File: config.mk
export PLATFORM = sky130hd
export DESIGN_NAME = ssf_frame_engine
export DESIGN_NICKNAME = d
export VERILOG_FILES = /design/src/hdl/ssf_pkg.sv /design/src/hdl/ssf_frame_engine.sv /design/src/hdl/ssf_half_tick.sv
export SDC_FILE = /design/constraint.sdc
export NUM_CORES = 1
export LEC_CHECK = 0
export BUFFER_PORTS_ARGS = -buffer_cell sky130_fd_sc_hd__buf_2
export CAP_MARGIN = 10
export CORE_UTILIZATION = 60
export CTS_CLUSTER_DIAMETER = 150
export DETAILED_ROUTE_END_ITERATION = 10
export PLACE_DENSITY_LB_ADDON = 0.25
export SYNTH_ARGS = -nofsm -noshare
export SYNTH_HDL_FRONTEND = slang
export SYNTH_HIERARCHICAL = 1
export SYNTH_SLANG_ARGS = --single-unit
export TNS_END_PERCENT = 100
File: constraint.sdc
create_clock -name I_CLK_SYS -period 4.97 [get_ports I_CLK_SYS]
set_clock_uncertainty 0.2 [all_clocks]
set_input_delay 0.7455 -clock I_CLK_SYS [delete_from_list [all_inputs] [get_ports I_CLK_SYS]]
set_output_delay 0.7455 -clock I_CLK_SYS [all_outputs]
set_load 0.05 [all_outputs]
File: src/hdl/ssf_pkg.sv
// Constants and types for the serial frame-format engine.
// Assumes a 16-bit word path and one system clock.
package ssf_pkg;

  // Word and size limits
  localparam int         WORD_W    = 16;
  localparam logic [3:0] SIZE_MIN  = 4'h3;
  localparam logic [4:0] WORD_BITS = 5'h10;

  // Frame formats
  localparam logic [1:0] FMT_SPI   = 2'h0;
  localparam logic [1:0] FMT_PULSE = 2'h1;
  localparam logic [1:0] FMT_MSG   = 2'h2;

  // Half-duplex message layout, in slots
  localparam logic [4:0] MSG_CTRL_SLOTS = 5'h08;
  localparam logic [4:0] MSG_WAIT_SLOTS = 5'h01;

  // End-of-frame hold, in half periods after the last slot ends
  localparam logic [1:0] HOLD_AFTER_RISE = 2'h1;
  localparam logic [1:0] HOLD_AFTER_FALL = 2'h2;

  // Receive timeout, in serial bit periods while idle
  localparam int         TIMEOUT_BITS = 32;
  localparam logic [7:0] TIMEOUT_HALF = 8'(2 * TIMEOUT_BITS);

  // Divider width
  localparam int DIV_W = 16;

  typedef enum logic [3:0] {
    ST_IDLE  = 4'b0001,
    ST_SETUP = 4'b0010,
    ST_BITS  = 4'b0100,
    ST_HOLD  = 4'b1000
  } ssf_state_t;

endpackage

File: src/hdl/ssf_frame_engine.sv
// Serial frame-format engine: master or slave, three frame formats.
// Assumes FIFOs outside; config is stable while I_PORT_ENABLE_BIT is set.
// Functional notes
// Words 4 to 16 bits, MSB first
// Clock idles inactive, toggles only in frames
// Idle clock plus pending receive data raises timeout
// Frame select low through whole SPI/message frame
// Pulsed format: frame high one period from rise
// Pulsed format: launch on rise, sample on fall
// Message format: 8-bit control, no receive then
// Peer waits one clock, replies 4-16 bits
// Pulsed idle: clock, frame low; transmit tristated
// Pulsed: frame pulse loads word into shifter
// Pulsed: MSB driven on rise after pulse
// Pulsed: push receive word on next rise
// SPI polarity sets idle clock level
// SPI phase picks first or second sample edge
// SPI idle: frame high, data low, clock driver
// SPI start: frame low, then transmit driver on (master SPI drives transmit while idle too)
// Phase clear: data half period, clock half later
// Phase set: clock and data half period in
// Polarity set phase clear: falling first, sample
// Frame select rises one period after last sample
// Phase clear back-to-back pulses frame select
// Phase set back-to-back holds frame select low
// Both set: falling first, sample on rising
// Message idle: clock low, frame high, data low
// Software disables port before changing config
`timescale 1ns/1ps
module ssf_frame_engine (
  // Clock and reset
  input  wire logic                         I_CLK_SYS,
  input  wire logic                         I_RST,
  // Configuration
  input  wire logic                         I_PORT_ENABLE_BIT,
  input  wire logic                         I_SLAVE_MODE,
  input  wire logic [1:0]                   I_FRAME_FORMAT,
  input  wire logic                         I_CLOCK_POLARITY,
  input  wire logic                         I_CLOCK_PHASE,
  input  wire logic [3:0]                   I_DATA_SIZE,
  input  wire logic [ssf_pkg::DIV_W-1:0]    I_HALF_DIV,
  // Transmit FIFO head
  input  wire logic                         I_TX_VALID,
  input  wire logic [ssf_pkg::WORD_W-1:0]   I_TX_DATA,
  output logic                              O_TX_POP,
  // Receive FIFO side
  output logic                              O_RX_PUSH,
  output logic [ssf_pkg::WORD_W-1:0]        O_RX_DATA,
  input  wire logic                         I_RX_NONEMPTY,
  output logic                              O_RX_TIMEOUT,
  output logic                              O_BUSY,
  // Serial pins
  input  wire logic                         I_SERIAL_CLOCK_PIN,
  output logic                              O_SERIAL_CLOCK_PIN,
  output logic                              O_SERIAL_CLOCK_PIN_OE,
  input  wire logic                         I_FRAME_SELECT_PIN,
  output logic                              O_FRAME_SELECT_PIN,
  output logic                              O_FRAME_SELECT_PIN_OE,
  output logic                              O_SERIAL_TX_PIN,
  output logic                              O_SERIAL_TX_PIN_OE,
  input  wire logic                         I_SERIAL_RX_PIN
);
  import ssf_pkg::*;

  // Slot to bit index: {valid, index}
  function automatic logic [4:0] slot_map(input logic [1:0] fmt,
                                          input logic [4:0] n,
                                          input logic [4:0] s,
                                          input logic       rx);
    logic [4:0] idx;
    logic       ok;
    idx = 5'h00;
    ok  = 1'b0;
    if (fmt == FMT_PULSE) begin
      ok  = (s != 5'h00);
      idx = n - s;
    end else if (fmt == FMT_MSG && !rx) begin
      ok  = (s < MSG_CTRL_SLOTS);
      idx = MSG_CTRL_SLOTS - 5'h01 - s;
    end else if (fmt == FMT_MSG) begin
      ok  = (s >= MSG_CTRL_SLOTS + MSG_WAIT_SLOTS);
      idx = n + MSG_CTRL_SLOTS + MSG_WAIT_SLOTS - 5'h01 - s;
    end else begin
      ok  = 1'b1;
      idx = n - 5'h01 - s;
    end
    return {ok, idx[3:0]};
  endfunction

  function automatic logic tx_bit(input logic [WORD_W-1:0] w,
                                  input logic [1:0]        fmt,
                                  input logic [4:0]        n,
                                  input logic [4:0]        s);
    logic [4:0] m;
    m = slot_map(fmt, n, s, 1'b0);
    return m[4] & w[m[3:0]];
  endfunction

  // Registers
  ssf_state_t         st_q;
  ssf_state_t         st_d;
  logic [4:0]         slot_q;
  logic [4:0]         slot_d;
  logic [1:0]         hold_q;
  logic [1:0]         hold_d;
  logic               c_q;
  logic               c_d;
  logic [WORD_W-1:0]  txw_q;
  logic [WORD_W-1:0]  rxsh_q;
  logic               push_pend_q;
  logic [7:0]         tmo_cnt_q;
  logic               clk_s1_q, clk_s2_q, clk_s3_q;
  logic               fss_s1_q, fss_s2_q, fss_s3_q;
  logic               rx_s1_q, rx_s2_q;

  // Configuration decode
  wire              en      = I_PORT_ENABLE_BIT;
  wire              master  = ~I_SLAVE_MODE;
  wire              fmt_spi = (I_FRAME_FORMAT == FMT_SPI);
  wire              fmt_ti  = (I_FRAME_FORMAT == FMT_PULSE);
  wire              fmt_msg = (I_FRAME_FORMAT == FMT_MSG);
  wire              pol     = fmt_spi & I_CLOCK_POLARITY;
  // Sample on logical rise: SPI phase clear, message format
  wire              sor     = (fmt_spi & ~I_CLOCK_PHASE) | fmt_msg;
  wire [3:0]        size_e  = (I_DATA_SIZE < SIZE_MIN) ? SIZE_MIN
                                                       : I_DATA_SIZE;
  wire [4:0]        nbits   = {1'b0, size_e} + 5'h01;
  wire [4:0]        nslots  = fmt_ti  ? nbits + 5'h01 :
                              fmt_msg ? nbits + MSG_CTRL_SLOTS
                                              + MSG_WAIT_SLOTS
                                      : nbits;
  wire              last    = (slot_q == nslots - 5'h01);
  wire [WORD_W-1:0] mask    = 16'hFFFF >> (WORD_BITS - nbits);

  // Edge events
  logic tick;
  wire  in_bits = (st_q == ST_BITS);
  wire  s_cur   = clk_s2_q ^ pol;
  wire  s_prev  = clk_s3_q ^ pol;
  wire  s_rise  = I_SLAVE_MODE & en & s_cur & ~s_prev;
  wire  s_fall  = I_SLAVE_MODE & en & ~s_cur & s_prev;
  wire  rise_ev = master ? (tick & in_bits & ~c_q) : s_rise;
  wire  fall_ev = master ? (tick & in_bits & c_q)  : s_fall;
  wire  adv     = master ? tick : (s_rise | s_fall);
  wire  slot_end = in_bits & fall_ev;
  wire  cap_ev  = in_bits & (sor ? rise_ev : fall_ev);
  wire [4:0] rx_m = slot_map(I_FRAME_FORMAT, nbits, slot_q, 1'b1);
  wire  cap_ok  = cap_ev & rx_m[4];
  wire  cap_last = cap_ok & (rx_m[3:0] == 4'h0);
  wire [WORD_W-1:0] rx_next = {rxsh_q[WORD_W-2:0], rx_s2_q};

  // Frame start and continuation
  wire  s_fss_fell = fss_s3_q & ~fss_s2_q;
  wire  m_start = master & en & tick & I_TX_VALID
                & (st_q == ST_IDLE); // see R10
  wire  s_start = I_SLAVE_MODE & (st_q == ST_IDLE)
                & ((~fmt_ti & s_fss_fell) | (fmt_ti & s_rise & fss_s2_q));
  wire  s_abort = I_SLAVE_MODE & in_bits & ~fmt_ti & fss_s2_q;
  // Master: phase set, message and pulsed runs continue without a gap; slave: SPI and message runs continue while frame select stays low
  wire  cont    = master ? (en & I_TX_VALID
                            & (fmt_ti | fmt_msg | I_CLOCK_PHASE))
                         : (~fmt_ti & ~fss_s2_q); // see R21
  wire  cont_ev = slot_end & last & cont;
  wire  load_ev = m_start | s_start | cont_ev;
  wire [WORD_W-1:0] load_w = I_TX_VALID ? I_TX_DATA : '0;
  wire  setup_go = master & tick & (st_q == ST_SETUP);

  // Launch: rising-launch modes drive the slot's bit on rise
  wire  l_rise  = ~sor & in_bits & rise_ev;
  wire  l_fall  = sor & slot_end & ~last;
  wire  l_new   = sor & ((load_ev & (I_SLAVE_MODE | fmt_msg | cont_ev))
                         | setup_go);
  wire  tx_new  = setup_go ? txw_q[nbits[3:0] - 4'h1] : load_w[4'h0];
  wire  l_new_b = setup_go ? tx_new
                           : tx_bit(load_w, I_FRAME_FORMAT, nbits, 5'h00);
  wire  tx_lb   = l_new  ? l_new_b :
                  l_fall ? tx_bit(txw_q, I_FRAME_FORMAT, nbits,
                                  slot_q + 5'h01)
                         : tx_bit(txw_q, I_FRAME_FORMAT, nbits, slot_q);
  wire  launch  = l_new | l_fall | l_rise;

  // State machine
  always_comb begin
    st_d   = st_q;
    slot_d = slot_q;
    hold_d = hold_q;
    unique case (st_q)
      ST_IDLE: begin
        slot_d = 5'h00;
        if (m_start) begin
          st_d = (fmt_spi & ~I_CLOCK_PHASE) ? ST_SETUP : ST_BITS;
        end else if (s_start) begin
          st_d = ST_BITS;
        end
      end
      ST_SETUP: begin
        if (setup_go) begin
          st_d = ST_BITS;
        end
      end
      ST_BITS: begin
        if (s_abort) begin
          st_d = ST_IDLE;
        end else if (slot_end && last && cont) begin
          slot_d = 5'h00;
        end else if (slot_end && last) begin
          st_d   = master ? ST_HOLD : ST_IDLE;
          hold_d = sor ? HOLD_AFTER_RISE : HOLD_AFTER_FALL;
        end else if (slot_end) begin
          slot_d = slot_q + 5'h01;
        end
      end
      ST_HOLD: begin
        if (tick && hold_q == 2'h1) begin
          st_d = ST_IDLE;
        end else if (tick) begin
          hold_d = hold_q - 2'h1;
        end
      end
    endcase
    if (!en) begin
      st_d = ST_IDLE;
    end
  end

  // Pin values, from next state so they line up with it
  wire  idle_d  = (st_d == ST_IDLE);
  assign c_d    = (st_d == ST_BITS) & (c_q ^ (rise_ev | fall_ev));
  wire  sclk_d  = c_d ^ pol; // see R13 see R19
  wire  fss_d   = fmt_ti ? ((st_d == ST_BITS) &
                            (rise_ev ? (slot_q == 5'h00)
                                     : O_FRAME_SELECT_PIN))
                         : idle_d; // see R4 see R15
  wire  tx_d    = idle_d ? 1'b0 : (launch ? tx_lb : O_SERIAL_TX_PIN);
  wire  tx_oe_d = ~idle_d | (en & master & ~fmt_ti); // see R9
  wire  clk_oe_d = en & master;
  wire  tmo_run = (st_q == ST_IDLE) & I_RX_NONEMPTY;
  wire  tmo_hit = (tmo_cnt_q == TIMEOUT_HALF);
  wire [7:0] tmo_cnt_d = !tmo_run ? 8'h00 :
                         (tmo_hit ? tmo_cnt_q : tmo_cnt_q + {7'h00, tick});

  ssf_half_tick #(
    .DW         (DIV_W)
  ) u_tick (
    .i_clk      (I_CLK_SYS),
    .i_rst      (I_RST),
    .i_run      (en),
    .i_half_div (I_HALF_DIV),
    .o_tick     (tick)
  );

  // Pin synchronisers
  always_ff @(posedge I_CLK_SYS or posedge I_RST) begin
    if (I_RST) begin
      {clk_s1_q, clk_s2_q, clk_s3_q} <= 3'h0;
      {fss_s1_q, fss_s2_q, fss_s3_q} <= 3'h7;
      {rx_s1_q, rx_s2_q}             <= 2'h0;
    end else begin
      {clk_s1_q, clk_s2_q, clk_s3_q} <= {I_SERIAL_CLOCK_PIN, clk_s1_q,
                                         clk_s2_q};
      {fss_s1_q, fss_s2_q, fss_s3_q} <= {I_FRAME_SELECT_PIN, fss_s1_q,
                                         fss_s2_q};
      {rx_s1_q, rx_s2_q}             <= {I_SERIAL_RX_PIN, rx_s1_q};
    end
  end

  // Sequencer
  always_ff @(posedge I_CLK_SYS or posedge I_RST) begin
    if (I_RST) begin
      st_q   <= ST_IDLE;
      slot_q <= 5'h00;
      hold_q <= 2'h0;
      c_q    <= 1'b0;
      txw_q  <= '0;
      rxsh_q <= '0;
    end else begin
      st_q   <= st_d;
      slot_q <= slot_d;
      hold_q <= hold_d;
      c_q    <= c_d;
      if (load_ev) txw_q <= load_w;
      if (cap_ok) rxsh_q <= rx_next;
    end
  end

  // FIFO side and timeout
  always_ff @(posedge I_CLK_SYS or posedge I_RST) begin
    if (I_RST) begin
      O_TX_POP     <= 1'b0;
      O_RX_PUSH    <= 1'b0;
      O_RX_DATA    <= '0;
      push_pend_q  <= 1'b0;
      tmo_cnt_q    <= 8'h00;
      O_RX_TIMEOUT <= 1'b0;
      O_BUSY       <= 1'b0;
    end else begin
      O_TX_POP     <= load_ev & I_TX_VALID;
      O_RX_PUSH    <= push_pend_q & adv;
      if (cap_last) O_RX_DATA <= rx_next & mask;
      push_pend_q  <= cap_last | (push_pend_q & ~adv);
      tmo_cnt_q    <= tmo_cnt_d;
      O_RX_TIMEOUT <= tmo_run & tmo_hit;
      O_BUSY       <= ~idle_d;
    end
  end

  // Pins
  always_ff @(posedge I_CLK_SYS or posedge I_RST) begin
    if (I_RST) begin
      O_SERIAL_CLOCK_PIN    <= 1'b0;
      O_SERIAL_CLOCK_PIN_OE <= 1'b0;
      O_FRAME_SELECT_PIN    <= 1'b1;
      O_FRAME_SELECT_PIN_OE <= 1'b0;
      O_SERIAL_TX_PIN       <= 1'b0;
      O_SERIAL_TX_PIN_OE    <= 1'b0;
    end else begin
      O_SERIAL_CLOCK_PIN    <= sclk_d;
      O_SERIAL_CLOCK_PIN_OE <= clk_oe_d;
      O_FRAME_SELECT_PIN    <= fss_d;
      O_FRAME_SELECT_PIN_OE <= clk_oe_d;
      O_SERIAL_TX_PIN       <= tx_d;
      O_SERIAL_TX_PIN_OE    <= tx_oe_d;
    end
  end
endmodule

File: src/hdl/ssf_half_tick.sv
// Half serial period enable divider.
// Assumes i_half_div counts system clocks per half period; 0 acts as 1.
`timescale 1ns/1ps
module ssf_half_tick #(
  parameter int DW = 16
) (
  // Clock and reset
  input  wire logic          i_clk,
  input  wire logic          i_rst,
  // Control
  input  wire logic          i_run,
  input  wire logic [DW-1:0] i_half_div,
  // Enable pulse
  output logic               o_tick
);

  logic [DW-1:0] cnt_q;
  logic [DW-1:0] cnt_d;
  logic          wrap;

  assign wrap  = (cnt_q + DW'(1)) >= i_half_div;
  assign cnt_d = (!i_run || wrap) ? '0 : cnt_q + DW'(1);

  always_ff @(posedge i_clk or posedge i_rst) begin
    if (i_rst) begin
      cnt_q  <= '0;
      o_tick <= 1'b0;
    end else begin
      cnt_q  <= cnt_d;
      o_tick <= i_run && wrap;
    end
  end

endmodule

**Word level (Yosys, flattened, before mapping)**

Index checks and enable logic that the tools add are counted.

- Bits in registers: 102
- Input bits: 49
- Output and inout bits: 26

- Add/subtract/negate cells: 20
- $lt $le $gt $ge: 9
- Equal/unequal tests: 19
- Shift operators: 1
- Mux-type cells: 65
- Bitwise gates (word level): 82
- Reduce and logical (&&, ||, !) cells: 16

Operators by type and width:

| cell | count |
|---|---|
| 4-bit 2-to-1 mux | 18 |
| 1-bit AND | 51 |
| 16-bit 2-to-1 mux | 2 |
| 5-bit 2-to-1 mux | 6 |
| 1-bit 2-to-1 mux | 23 |
| 4-bit by 5-bit < comparator with 1-bit output (second input constant) | 4 |
| 4-bit subtractor | 5 |
| 16-bit by 1-bit adder with 16-bit output (second input constant) | 1 |
| 16-bit AND | 1 |
| 1-bit binary-select mux with 4-bit select | 4 |
| 16-bit greater-or-equal comparator | 1 |
| 8-bit 2-to-1 mux | 2 |
| 4-bit one-hot mux with 4 select lines | 1 |
| 16-bit by 5-bit >> shifter with 16-bit output (first input constant) | 1 |
| 5-bit by 1-bit adder with 5-bit output (second input constant) | 3 |
| 1-bit OR | 15 |
| 2-bit 2-to-1 mux | 6 |
| 4-bit by 1-bit subtractor with 4-bit output (second input constant) | 3 |
| 1-bit inverter | 11 |
| 5-bit by 4-bit < comparator with 1-bit output (second input constant) | 2 |
| 5-bit one-hot mux with 2 select lines | 1 |
| 5-bit nonzero test | 2 |
| 8-bit by 1-bit adder with 8-bit output | 1 |
| 4-bit by 1-bit equality test with 1-bit output (second input constant) | 2 |
| other kinds (31) | 46 |

**Longest topological paths before layout**

Gate-level depths: netlist of run 1.

- Depth in word-level cells: 19
- Gate-level depth with buffers: 17

**By module**

Netlist of run 1, hierarchy kept.

By module, submodules not included:

| module | instances | cells an instance | area an instance (µm²) | seq. area each (µm²) |
|---|---|---|---|---|
| ssf_frame_engine | 1 | 630 | 5,833.1 | 2,133.3 |
| ssf_half_tick | 1 | 131 | 1,401.3 | 425.4 |

**Least setup slack after synthesis of run 1**

No wires, ideal clock.

- Path kind: input to register
- From: in I_DATA_SIZE[2]
- To: reg O_SERIAL_CLOCK_PIN
- Library setup time: 0.125 ns
- Data arrival time: 4.159 ns
- Data required time: 4.645 ns
- Slack: 0.486 ns
- Stages on the path: 17
- Path buffers: 2
- Cells stage by stage: buf_4 -> o21ba_2 -> inv_1 -> ha_1 -> inv_1 -> ha_1 -> clkbuf_2 -> a21oi_1 -> or4_4 -> and2_4 -> a211oi_4 -> nand4_1 -> o31ai_4 -> nand4_4 -> a221o_1 -> and4b_4 -> xnor2_2

- Cells in the longest elaborated chain, start to end: 18
- Elaborated cells on any way between the ends: 20

RTL lines:

| element | line | source |
|---|---|---|
| start, declared | ssf_frame_engine.sv:40 | `input wire logic [3:0] I_DATA_SIZE,` |
| 4-bit by 2-bit < comparator with 1-bit output | ssf_frame_engine.sv:125 | `wire [3:0] size_e = (I_DATA_SIZE < SIZE_MIN) ? SIZE_MIN` |
| 4-bit 2-to-1 mux * | ssf_frame_engine.sv:125 |  |
| 4-bit by 1-bit adder with 5-bit output * | ssf_frame_engine.sv:127 | `wire [4:0] nbits = {1'b0, size_e} + 5'h01;` |
| 5-bit by 4-bit adder with 5-bit output | -- |  |
| 5-bit by 1-bit adder with 5-bit output | -- |  |
| 5-bit 2-to-1 mux | ssf_frame_engine.sv:129 | `fmt_msg ? nbits + MSG_CTRL_SLOTS` |
| 5-bit 2-to-1 mux * | ssf_frame_engine.sv:128 | `wire [4:0] nslots = fmt_ti ? nbits + 5'h01 :` |
| 5-bit by 1-bit subtractor with 5-bit output * | ssf_frame_engine.sv:132 | `wire last = (slot_q == nslots - 5'h01);` |
| (+5 left out) | -- |  |
| 4-bit one-hot mux with 4 select lines * | ssf_frame_engine.sv:187 | `unique case (st_q)` |
| 4-bit 2-to-1 mux * | ssf_frame_engine.sv:221 | `if (!en) begin` |
| via st_d[2] | ssf_frame_engine.sv:101 | `ssf_state_t st_d;` |
| 4-bit by 3-bit equality test with 1-bit output * | ssf_frame_engine.sv:228 | `assign c_d = (st_d == ST_BITS) & (c_q ^ (rise_ev \| fall_ev));` |
| 1-bit AND * | ssf_frame_engine.sv:228 |  |
| via c_d | ssf_frame_engine.sv:107 | `logic c_d;` |
| 1-bit bitwise XOR * | ssf_frame_engine.sv:229 | `wire sclk_d = c_d ^ pol;` |
| via sclk_d | ssf_frame_engine.sv:229 |  |
| end signal, assigned | ssf_frame_engine.sv:317 | `O_SERIAL_CLOCK_PIN <= sclk_d;` |
| end, declared | ssf_frame_engine.sv:54 | `output logic O_SERIAL_CLOCK_PIN,` |

The timed path passes the listed nets; every way through them passes the cells marked *.
A chain may end at the register's enable or synchronous reset.

**Final worst setup path of run 1**

- From: in I_DATA_SIZE[2]
- To: reg O_RX_DATA[15] (netlist bit)

- Cells in the longest elaborated chain, start to end: 11
- Elaborated cells on any way between the ends: 17

RTL lines:

| element | line | source |
|---|---|---|
| 4-bit by 2-bit < comparator with 1-bit output | ssf_frame_engine.sv:125 |  |
| 4-bit 2-to-1 mux * | ssf_frame_engine.sv:125 |  |
| 4-bit by 1-bit adder with 5-bit output * | ssf_frame_engine.sv:127 |  |
| 5-bit by 4-bit adder with 5-bit output | ssf_frame_engine.sv:82 | `idx = n + MSG_CTRL_SLOTS + MSG_WAIT_SLOTS - 5'h01 - s;` |
| 5-bit by 1-bit adder with 5-bit output | ssf_frame_engine.sv:82 |  |
| 4-bit by 1-bit subtractor with 4-bit output | ssf_frame_engine.sv:82 |  |
| 4-bit subtractor | ssf_frame_engine.sv:82 |  |
| 4-bit 2-to-1 mux | ssf_frame_engine.sv:80 | `end else if (fmt == FMT_MSG) begin` |
| 4-bit 2-to-1 mux | ssf_frame_engine.sv:74 | `if (fmt == FMT_PULSE) begin` |
| 4-bit logical NOT | ssf_frame_engine.sv:149 | `wire cap_last = cap_ok & (rx_m[3:0] == 4'h0);` |
| 1-bit AND | ssf_frame_engine.sv:149 |  |
| end signal, assigned | ssf_frame_engine.sv:299 | `if (cap_last) O_RX_DATA <= rx_next & mask;` |
| end, declared | ssf_frame_engine.sv:48 | `output logic [ssf_pkg::WORD_W-1:0] O_RX_DATA,` |

Every way passes the cells marked *; elsewhere a longest branch is shown, timed or not.

==> impl_metrics.json, run 1 <==
{
  "status": "finished, violations left",
  "failed_checks": "DRC",
  "rows": 39,
  "initial_core_util": 0.6256,
  "die_h_um": 111.8,
  "synthesis.nets": 861,
  "power.density_mw_per_mm2": 262.2,
  "path_cells": "buf_2 -> o21ba_2 -> inv_1 -> ha_1 -> inv_1 -> ha_1 -> buf_4 -> xor2_1 -> ha_1 -> a21oi_1 -> xor2_1 -> xnor2_1 -> a221oi_1 -> nor4_4 -> buf_12 -> nand4_1 -> o21ai_0",
  "cp_num_buf_inv": 5,
  "endpoint_kind": "flip-flop",
  "finalMaxSlewViolations": 0,
  "ys_ff_latch": 102,
  "dp_hpwl_mm": 13.86,
  "hold_buffers": 0,
  "first_pass_iters": 8,
  "critPathRequiredTime_ps": 5030,
  "period_share": 0.8714,
  "diodes": 0,
  "grt_pass1_vias": 5953,
  "critPathSlowestCell": "nor4_4",
  "num_vias": 6014,
  "drive_gt1_frac": 0.2296,
  "final_cell_mix": "97 x dfrtp_1, 83 x nand2_1, 74 x buf_2",
  "routabilityCongestion": 0.9472,
  "synth-simple-area-share": 0.1954,
  "mostFrequentLayoutCell": "dfrtp_1",
  "grt_first_pass_wirelength_mm": 30.17,
  "ys_seq_area_frac": 0.3537,
  "drtIter0Drc": 515,
  "drcViolationCount": 2,
  "power_frac_seq": 0.427,
  "synthXorXnorAreaFrac": 0.06451,
  "regArea_mm2": 0.002559,
  "tns_ps": 0,
  "place.port_buffers": 74,
  "cts_buffers": 9,
  "rr_startpoint": "slot_q[0]",
  "place_ws_ps": 359.9,
  "synth_area_mm2": 0.007234,
  "hold_class": "flip-flop to flip-flop",
  "startpoint": "I_DATA_SIZE[2]",
  "synth_top_family_by_area": "simple AND/OR/NAND/NOR gates",
  "swShare": 0.3019,
  "antenna_found_initial": 0,
  "drtAntennaViolNets": 0,
  "final.setup.worst_slack_ps": 639.1,
  "clock_power_share": 0.358,
  "coreArea_mm2": 0.01156,
  "rsz0062_at_grt": "false",
  "dieArea_mm2": 0.01250,
  "grt_max_degree": 45,
  "synth_edf_count": 0,
  "synth_compound_area_frac": 0.1519,
  "die_w_um": 111.8,
  "synthArstFlopShare": 1.000,
  "cts_setup_buffers": 0,
  "worstMarginPinSlew_ps": 1135,
  "grt_usage": 0.3082,
  "ctsResizeCount": 0,
  "critPathMaxStageDelay_ps": 730,
  "switchingPower_mw": 0.6412,
  "start_kind": "input pin",
  "synthDistinctLibCells": 81,
  "cp.arrival_ps": 4390,
  "multi_input_area_mm2": 0.004297,
  "fill_cells": 875,
  "relSlewSlack": 0.2433,
  "cts_tree": "done",
  "synth_ff_type": "dfrtp_1",
  "fin_nets": 927,
  "cts.htree.levels": 3,
  "period_needed_ps": 4331,
  "area_delta_synth_final_pct": 11.95,
  "clk_latency_ps": 350,
  "synth_area_per_cell_um2": 9.506,
  "routedWlPerCell_um": 18.67,
  "hold_viol": 0,
  "setup_viol": 0,
  "cts_root_buffer": "clkbuf_16",
  "combPwrFrac": 0.215,
  "pin_count": 75,
  "vias_per_cell": 6.168,
  "synth_fa_ha_area_frac": 0.09339,
  "cts.sinks": 102,
  "max-cap-violations": 0,
  "synth.mux.area_fraction": 0.08699,
  "grt_remaining_overflow": 0,
  "leakage_nw": 3.838,
  "wirelength_mm": 18.21,
  "path_max_fanout": 22,
  "fmax_ghz": 0.2309,
  "p_int_mw": 1.482,
  "path_clk_slew_ps": 70,
  "critical_path_class": "input pin to flip-flop",
  "critPathMostFrequentCell": "ha_1",
  "ir_worst_vdd_mv": 0.2936,
  "synth_warnings": 6,
  "hp-start": "fss_s1_q",
  "clockBufferDepth": 2,
  "synthCells": 761,
  "cp_top_family": "adder cells"
}
-- stage by stage --
stage / hold WS, ps / cell area [um^2] / instances / utilization / total power, mW
after floorplan: 131.2 / 7234 / 761 / - / 1.242
after detailed placement: 143.4 / 7771 / 959 / 0.6720 / 1.373
after global routing: 162.4 / 8099 / 975 / 0.7003 / 2.215
final: 156.2 / 8099 / 975 / 0.7003 / 2.124
after global placement: 136.6 / 7771 / 959 / 0.6720 / 1.358
after CTS: 157.4 / 8099 / 975 / 0.7003 / 2.131
-- flip-flops by register name (all words and copies together), names as in the netlist, 2 cells and up --
| name | count |
|---|---|
| hold_q | 2 |
| st_q | 4 |
| txw_q | 16 |
| slot_q | 5 |
| rxsh_q | 15 |
| O_RX_DATA | 16 |
| tmo_cnt_q | 8 |
| u_tick/cnt_q | 16 |
-- Yosys cell counts (12+ instances only) --
master / instances / area share
nand2_1: 83 / 0.043
o21ai_0: 52 / 0.036
ha_1: 46 / 0.080
dfrtp_1: 97 / 0.34
mux2_2: 23 / 0.036
a21oi_1: 37 / 0.026
mux2i_1: 19 / 0.026
nor2_1: 40 / 0.021
nor3_1: 12 / 0.0083
xor2_1: 26 / 0.031
nand3_1: 32 / 0.022
inv_1: 57 / 0.030
xnor2_1: 21 / 0.025
clkbuf_1: 25 / 0.013
nand4_1: 13 / 0.011
-- worst reg2reg max path: stages, from the launching register on --
cell and delay (ps):
dfrtp_1 560, inv_1 230, ha_1 440, fa_1 510, mux2i_1 70, o21ai_1 310, buf_4 240, mux2_2 340
nor2_1 90, a211o_1 110, a31oi_1 130, nand3_1 120, o211ai_1 100, o211a_1 220
-- logic make-up after synthesis --
| logic type | Yosys count |
|---|---|
| mux | 50 |
| flops | 102 |
| simple gates | 253 |
| compound gates | 159 |
| buf+inv | 96 |
| fa+ha+maj | 51 |
| xor+xnor | 50 |
-- routing by layer --
layer  wire length, um  share of wire  GRT usage  vias up
li1                  -              -          -     2821
met1              8030           0.44     0.4196     2954
met2              8686           0.48     0.5023      210
met3              1168          0.064    0.06369       29
met4               322          0.018    0.08108        0
met5                 0              0          0        -
-- layout make-up --
class,count,share of cell area
clock buffer,11,0.03121
clock inverter,5,0.009269
inverter,60,0.02796
multi-input combinational,563,0.5305
sequential,102,0.3159
tap,143,0.02209
timing repair buffer,91,0.06303
-- worst paths after layout --
path,to,slack (ps),depth (start not counted)
max reg2reg,O_SERIAL_TX_PIN,1170,13
min,fss_s2_q,160,0
min reg2reg,fss_s2_q,160,0
max in group asynchronous,txw_q[6],3270,3
max,O_RX_DATA[15],640,17
min in group asynchronous,u_tick/o_tick,300,2
-- power groups by stage --
| stage | Combinational [mW] | Sequential, mW | Clock [mW] |
|---|---|---|---|
| floorplan | 0.313 | 0.929 | 0 |
| global placement | 0.439 | 0.919 | 0 |
| detailed placement | 0.452 | 0.921 | 0 |
| CTS | 0.455 | 0.905 | 0.772 |
| global route | 0.499 | 0.911 | 0.805 |
| finish | 0.458 | 0.906 | 0.760 |
Note: power is estimated with default switching activity, not from simulation.
==> run 2: changes to the inputs <==
==> constraint.sdc (replaced) <==
create_clock -name I_CLK_SYS -period 4.97 [get_ports I_CLK_SYS]
set_clock_uncertainty 0.2 [all_clocks]
set_input_delay 0.994 -clock I_CLK_SYS [delete_from_list [all_inputs] [get_ports I_CLK_SYS]]
set_output_delay 0.994 -clock I_CLK_SYS [all_outputs]
set_load 0.05 [all_outputs]
==> run 2 against run 1 <==
- the flow still finishes with violations (DRC)
- global-route usage rose by 0.42 points
- combinational power increased by 1%
- cell area grew 0.34%
- die area is the same
- cell count up 0.41%
- critical path type unchanged
- hold slack lost 3.0 ps
- routed wire length up 1.6%
- non-clock buffer count grew 4
- register-to-register slack worse by 40 ps
- power is 1.8% higher
==> impl_metrics.json, run 2 (same netlist as run 1, synthesis figures left out) <==
{
  "routabilityCongestion": 0.9751,
  "cp_top_family": "simple AND/OR/NAND/NOR gates",
  "cts_setup_buffers": 0,
  "diodes": 0,
  "cts_buffers": 9,
  "setup_viol": 0,
  "fmax_ghz": 0.2216,
  "multi_input_area_mm2": 0.004297,
  "fin_area_mm2": 0.008127,
  "setup.worst_path.end": "O_SERIAL_CLOCK_PIN",
  "die_w_um": 111.8,
  "start_kind": "input pin",
  "ctsResizeCount": 0,
  "power.density_mw_per_mm2": 266.0,
  "grt_remaining_overflow": 0,
  "relSlewSlack": 0.2477,
  "reg.largest.list": "O_RX_DATA (16), txw_q (16), u_tick/cnt_q (16)",
  "cts.sinks": 102,
  "cts_tree": "done",
  "clockBufferDepth": 2,
  "rows": 39,
  "power_frac_seq": 0.419,
  "endpoint_kind": "flip-flop",
  "dieArea_mm2": 0.01250,
  "cts_root_buffer": "clkbuf_16",
  "utilization": 0.7027,
  "finalMaxSlewViolations": 0,
  "num_vias": 6056,
  "startpoint": "I_DATA_SIZE[3]",
  "grt_usage": 0.3124,
  "clk_latency_ps": 360,
  "fill_cells": 908,
  "drcViolationCount": 2,
  "status": "finished, violations left",
  "leakage_nw": 3.859,
  "pin_count": 75,
  "grt_first_pass_wirelength_mm": 30.79,
  "clock_power_share": 0.367,
  "regArea_mm2": 0.002559,
  "max-cap-violations": 0,
  "hold_class": "flip-flop to flip-flop",
  "coreArea_mm2": 0.01156,
  "place_area_mm2": 0.007789,
  "cp.depth": 16,
  "fin_nets": 931,
  "rrSetupSlack_ps": 1130,
  "worstMarginPinSlew_ps": 1128,
  "routedWlPerCell_um": 18.89,
  "path_clk_slew_ps": 70,
  "mostFrequentLayoutCell": "dfrtp_1",
  "period_needed_ps": 4512,
  "p_int_mw": 1.510,
  "die_h_um": 111.8,
  "place.port_buffers": 74,
  "hold_viol": 0,
  "combPwrFrac": 0.214,
  "path_cells": "buf_2 -> o21ba_2 -> inv_1 -> ha_1 -> inv_1 -> ha_1 -> a21oi_1 -> or4_4 -> and2_4 -> a211oi_4 -> nand4_1 -> o31ai_4 -> nand4_4 -> a221o_1 -> and4b_4 -> xnor2_2",
  "failed_checks": "DRC",
  "fin_hold_ws_ps": 153.2,
  "hp-start": "rx_s1_q",
  "antenna_found_initial": 0,
  "tns_ps": 0,
  "rsz0062_at_grt": "false",
  "drtAntennaViolNets": 0,
  "ir_worst_vdd_mv": 0.3045,
  "cp_num_buf_inv": 3,
  "switchingPower_mw": 0.6515,
  "drive_gt1_frac": 0.2333,
  "initial_core_util": 0.6256,
  "critical_path_class": "input pin to flip-flop",
  "path_max_fanout": 8,
  "hold_buffers": 0,
  "r2r-end": "O_SERIAL_TX_PIN",
  "dp_hpwl_mm": 14.08,
  "cts.htree.levels": 3,
  "drtIter0Drc": 624,
  "critPathSlowestCell": "or4_4",
  "vias_per_cell": 6.186,
  "r2r_cells": 13,
  "cp.arrival_ps": 4550,
  "rr_startpoint": "slot_q[1]",
  "period_share": 0.9079,
  "wirelength_mm": 18.49,
  "grt_pass1_vias": 6195,
  "final_cell_mix": "97 x dfrtp_1, 83 x nand2_1, 74 x buf_2",
  "area_delta_synth_final_pct": 12.33,
  "grt_max_degree": 56,
  "critPathRequiredTime_ps": 5010,
  "critPathMaxStageDelay_ps": 490,
  "swShare": 0.3014,
  "first_pass_iters": 8
}
==> run 2: per-layer routing <==
metal,vias to the layer above,GRT usage,routed length (um)
met2,219,0.5263,9072
met3,46,0.05389,943
met5,-,0,0
met4,0,0.1207,459
met1,2961,0.4022,8017
li1,2830,-,-
==> run 2: final cells by class <==
cell class	instances	share of cell area
Tap cell	143	0.02202
Inverter	60	0.02787
Timing Repair Buffer	95	0.06497
Clock inverter	7	0.01386
Sequential cell	102	0.3149
Multi-Input combinational cell	563	0.5287
Clock buffer	9	0.02771
==> run 2: through the flow <==
| stage | std cells | setup WS [ps] | power, mW |
|---|---|---|---|
| global placement | 963 | 326.3 | 1.358 |
| detailed placement | 963 | 196.7 | 1.378 |
| global route | 979 | 292.5 | 2.248 |
| finish | 979 | 457.8 | 2.161 |
| floorplan | 761 | 237.6 | 1.242 |
| CTS | 979 | 560.6 | 2.166 |
==> run 2: power by group through the flow <==
| stage | combinational, mW | sequential (mW) | clock, mW |
|---|---|---|---|
| 3_5_place_dp | 0.457 | 0.921 | 0 |
| 5_1_grt | 0.507 | 0.910 | 0.831 |
| 2_1_floorplan | 0.313 | 0.929 | 0 |
| 6_report | 0.463 | 0.906 | 0.792 |
| 4_1_cts | 0.460 | 0.905 | 0.802 |
| 3_3_place_gp | 0.439 | 0.919 | 0 |
==> run 2: how the worst min path moves through the flow <==
stage                           to  slack, ps  cells past startpoint
after floorplan           clk_s2_q        130                      0
after global placement     rx_s2_q        140                      0
after detailed placement   rx_s2_q        140                      0
after CTS                  rx_s2_q        150                      0
after global routing       rx_s2_q        170                      0
final                      rx_s2_q        150                      0
==> run 3: changes to the inputs <==
Settings changed: ABC_AREA set to 1.
==> run 3 against run 2 <==
- worst setup slack better by 180 ps
- hold slack better by 2.2 ps
- synthesized cell count up 29%
- clock-buffer cell count up 2
- largest cell class unchanged
- cell count up 22%
- combinational power up 49%
- utilization down 2.5 points
- the flow now finishes without violations
- non-clock buffer count down 15
- flip-flop and latch count unchanged
- cell area up 0.14%
- die area up 2.2%
- synthesized area up 2.2%
- largest power group unchanged
==> impl_metrics.json, run 3 <==
{
  "dp_hpwl_mm": 13.82,
  "first_pass_iters": 5,
  "die_w_um": 113.0,
  "synth_ff_type": "dfrtp_1",
  "die_h_um": 113.0,
  "pin_count": 75,
  "drive_gt1_frac": 0.1654,
  "grt_remaining_overflow": 0,
  "netlist.area_leader.share": 0.3282,
  "start_kind": "input pin",
  "synth_largest_area_cell": "dfrtp_1",
  "hold_buffers": 0,
  "relSlewSlack": 0.4087,
  "critPathRequiredTime_ps": 4990,
  "ys_ff_latch": 102,
  "fill_cells": 1058,
  "cp_top_family": "adder cells",
  "cts_root_buffer": "clkbuf_16",
  "dieArea_mm2": 0.01277,
  "synthDistinctLibCells": 55,
  "synthesis.nets": 1084,
  "num_vias": 6726,
  "path_cells": "buf_2 -> inv_1 -> nand2_4 -> nand2_1 -> ha_1 -> inv_1 -> ha_1 -> inv_2 -> nand2_1 -> nand2_1 -> ha_1 -> a21oi_1 -> nand2_1 -> xor2_1 -> nand2_1 -> nand2_1 -> o21ai_0 -> nand2_1 -> buf_12 -> nand2_1 -> o31ai_1",
  "finalMaxSlewViolations": 0,
  "critical_path_class": "input pin to flip-flop",
  "period_share": 0.8724,
  "cts.sinks": 102,
  "mostFrequentLayoutCell": "nand2_1",
  "cp_num_buf_inv": 5,
  "area_delta_synth_final_pct": 10.03,
  "max-cap-violations": 0,
  "hold_viol": 0,
  "cts_buffers": 9,
  "ys_top_cells_by_count": "184 x nand2_1, 156 x inv_1, 97 x dfrtp_1",
  "endpoint_kind": "flip-flop",
  "ys_seq_area_frac": 0.3460,
  "cts_tree": "done",
  "yosysMostFrequentCell": "nand2_1",
  "reg.largest.list": "O_RX_DATA (16), txw_q (16), u_tick/cnt_q (16)",
  "clockBufferDepth": 2,
  "wirelength_mm": 18.09,
  "path_clk_slew_ps": 70,
  "grt_pass1_vias": 6285,
  "critPathMostFrequentCell": "nand2_1",
  "path_max_fanout": 21,
  "synth_area_per_cell_um2": 7.516,
  "leakage_nw": 4.279,
  "vias_per_cell": 5.610,
  "hold_class": "flip-flop to flip-flop",
  "routabilityCongestion": 1.007,
  "diodes": 0,
  "antenna_found_initial": 0,
  "fmax_ghz": 0.2306,
  "place_ws_ps": 349.0,
  "synth_warnings": 6,
  "synthArstFlopShare": 1.000,
  "cp.arrival_ps": 4350,
  "final.setup.worst_slack_ps": 633.9,
  "grt_first_pass_wirelength_mm": 30.46,
  "rsz0062_at_grt": "false",
  "critPathSlowestCell": "ha_1",
  "drtAntennaViolNets": 0,
  "synth_area_leaders": "dfrtp_1 33%, nand2_1 9.3%, inv_1 7.9%",
  "clk_latency_ps": 360,
  "setup_viol": 0,
  "tns_ps": 0,
  "synth_edf_count": 0,
  "ir_worst_vdd_mv": 0.2256,
  "cts.htree.levels": 3,
  "drcViolationCount": 0,
  "initial_core_util": 0.6157,
  "worstMarginPinSlew_ps": 887.0,
  "rows": 40,
  "routedWlPerCell_um": 15.09,
  "grt_max_degree": 52,
  "cts_setup_buffers": 0,
  "coreArea_mm2": 0.01201,
  "period_needed_ps": 4336,
  "synthCells": 984,
  "critPathMaxStageDelay_ps": 450,
  "fin_nets": 1147,
  "power.density_mw_per_mm2": 285.3,
  "ctsResizeCount": 0,
  "synth_area_mm2": 0.007396,
  "grt_usage": 0.3028,
  "status": "complete, no violations",
  "final_cell_mix": "184 x nand2_1, 155 x inv_1, 97 x dfrtp_1",
  "place.port_buffers": 74,
  "utilization": 0.6775,
  "drtIter0Drc": 591
}
run 3: cell count changes after synthesis, moves of 9 or more:
cell | before | now
nand2_1 | 83 | 184
mux2i_1 | 19 | 0
o21ai_1 | 4 | 16
clkbuf_1 | 25 | 9
inv_1 | 57 | 156
nand2_2 | 0 | 19
mux2_2 | 23 | 3
nor2_1 | 40 | 89
xnor2_1 | 21 | 3
nand3_1 | 32 | 66
nor3b_2 | 9 | 0
run 3: final cells by class:
type	count	area [um^2]	area share
Tap cell	147	183.9	0.02260
Clock buffer	11	252.7	0.03106
Sequential cell	102	2559	0.3144
Multi-Input combinational cell	688	4039	0.4963
Clock inverter	5	41.29	0.005074
Inverter	166	634.4	0.07795
Timing Repair Buffer	80	427.9	0.05258
run 3: worst paths after layout:
check,startpoint,end,slack [ps],depth (start not counted)
worst max-delay path,I_DATA_SIZE[2],O_RX_DATA[1],630,21
worst min-delay path,rx_s1_q,rx_s2_q,160,0
worst max register to register,slot_q[1],O_SERIAL_TX_PIN,1440,20
worst min register to register,rx_s1_q,rx_s2_q,160,0
max in group asynchronous,I_RST,txw_q[8],3010,3
min in group asynchronous,I_RST,u_tick/cnt_q[13],540,2
run 3: routing by layer:
layer	track usage	part of all wire	wire length (um)
met1	0.4056	0.44	7941
met2	0.5010	0.47	8464
met3	0.04446	0.067	1214
met4	0.1114	0.026	472
met5	0	0	0
run 3: kinds of logic (layout without fill, tap and decap cells):
| group | after synthesis | in the layout | share of synthesized area |
|---|---|---|---|
| muxes | 3 | 3 | 0.004567 |
| and+or+nand+nor | 422 | 422 | 0.2685 |
| AOI/OAI and AO/OA | 189 | 189 | 0.1545 |
| xor gates and xnor gates | 23 | 23 | 0.02724 |
| buffers and inverters | 194 | 262 | 0.1079 |
| DFF | 102 | 102 | 0.3460 |
| adders and majority gates | 51 | 51 | 0.09136 |
run 3: power breakdown:
group          switching, mW  total (mW)  internal (mW)  leakage [nW]
logic                  0.450       0.690          0.239          2.81
clock network          0.322       0.694          0.372         0.144
registers             0.0443       0.938          0.894          1.33
total                  0.816        2.32           1.51          4.28
run 3: metrics by stage:
step | hold slack, ps | std cells | instance area (um^2) | power (mW)
after detailed placement | 141.1 | 1183 | 7844 | 1.628
final | 155.4 | 1199 | 8138 | 2.322
after floorplan | 131.2 | 984 | 7396 | 1.452
after CTS | 157.1 | 1199 | 8138 | 2.326
after global placement | 133.4 | 1183 | 7844 | 1.618
after global routing | 160.0 | 1199 | 8138 | 2.457
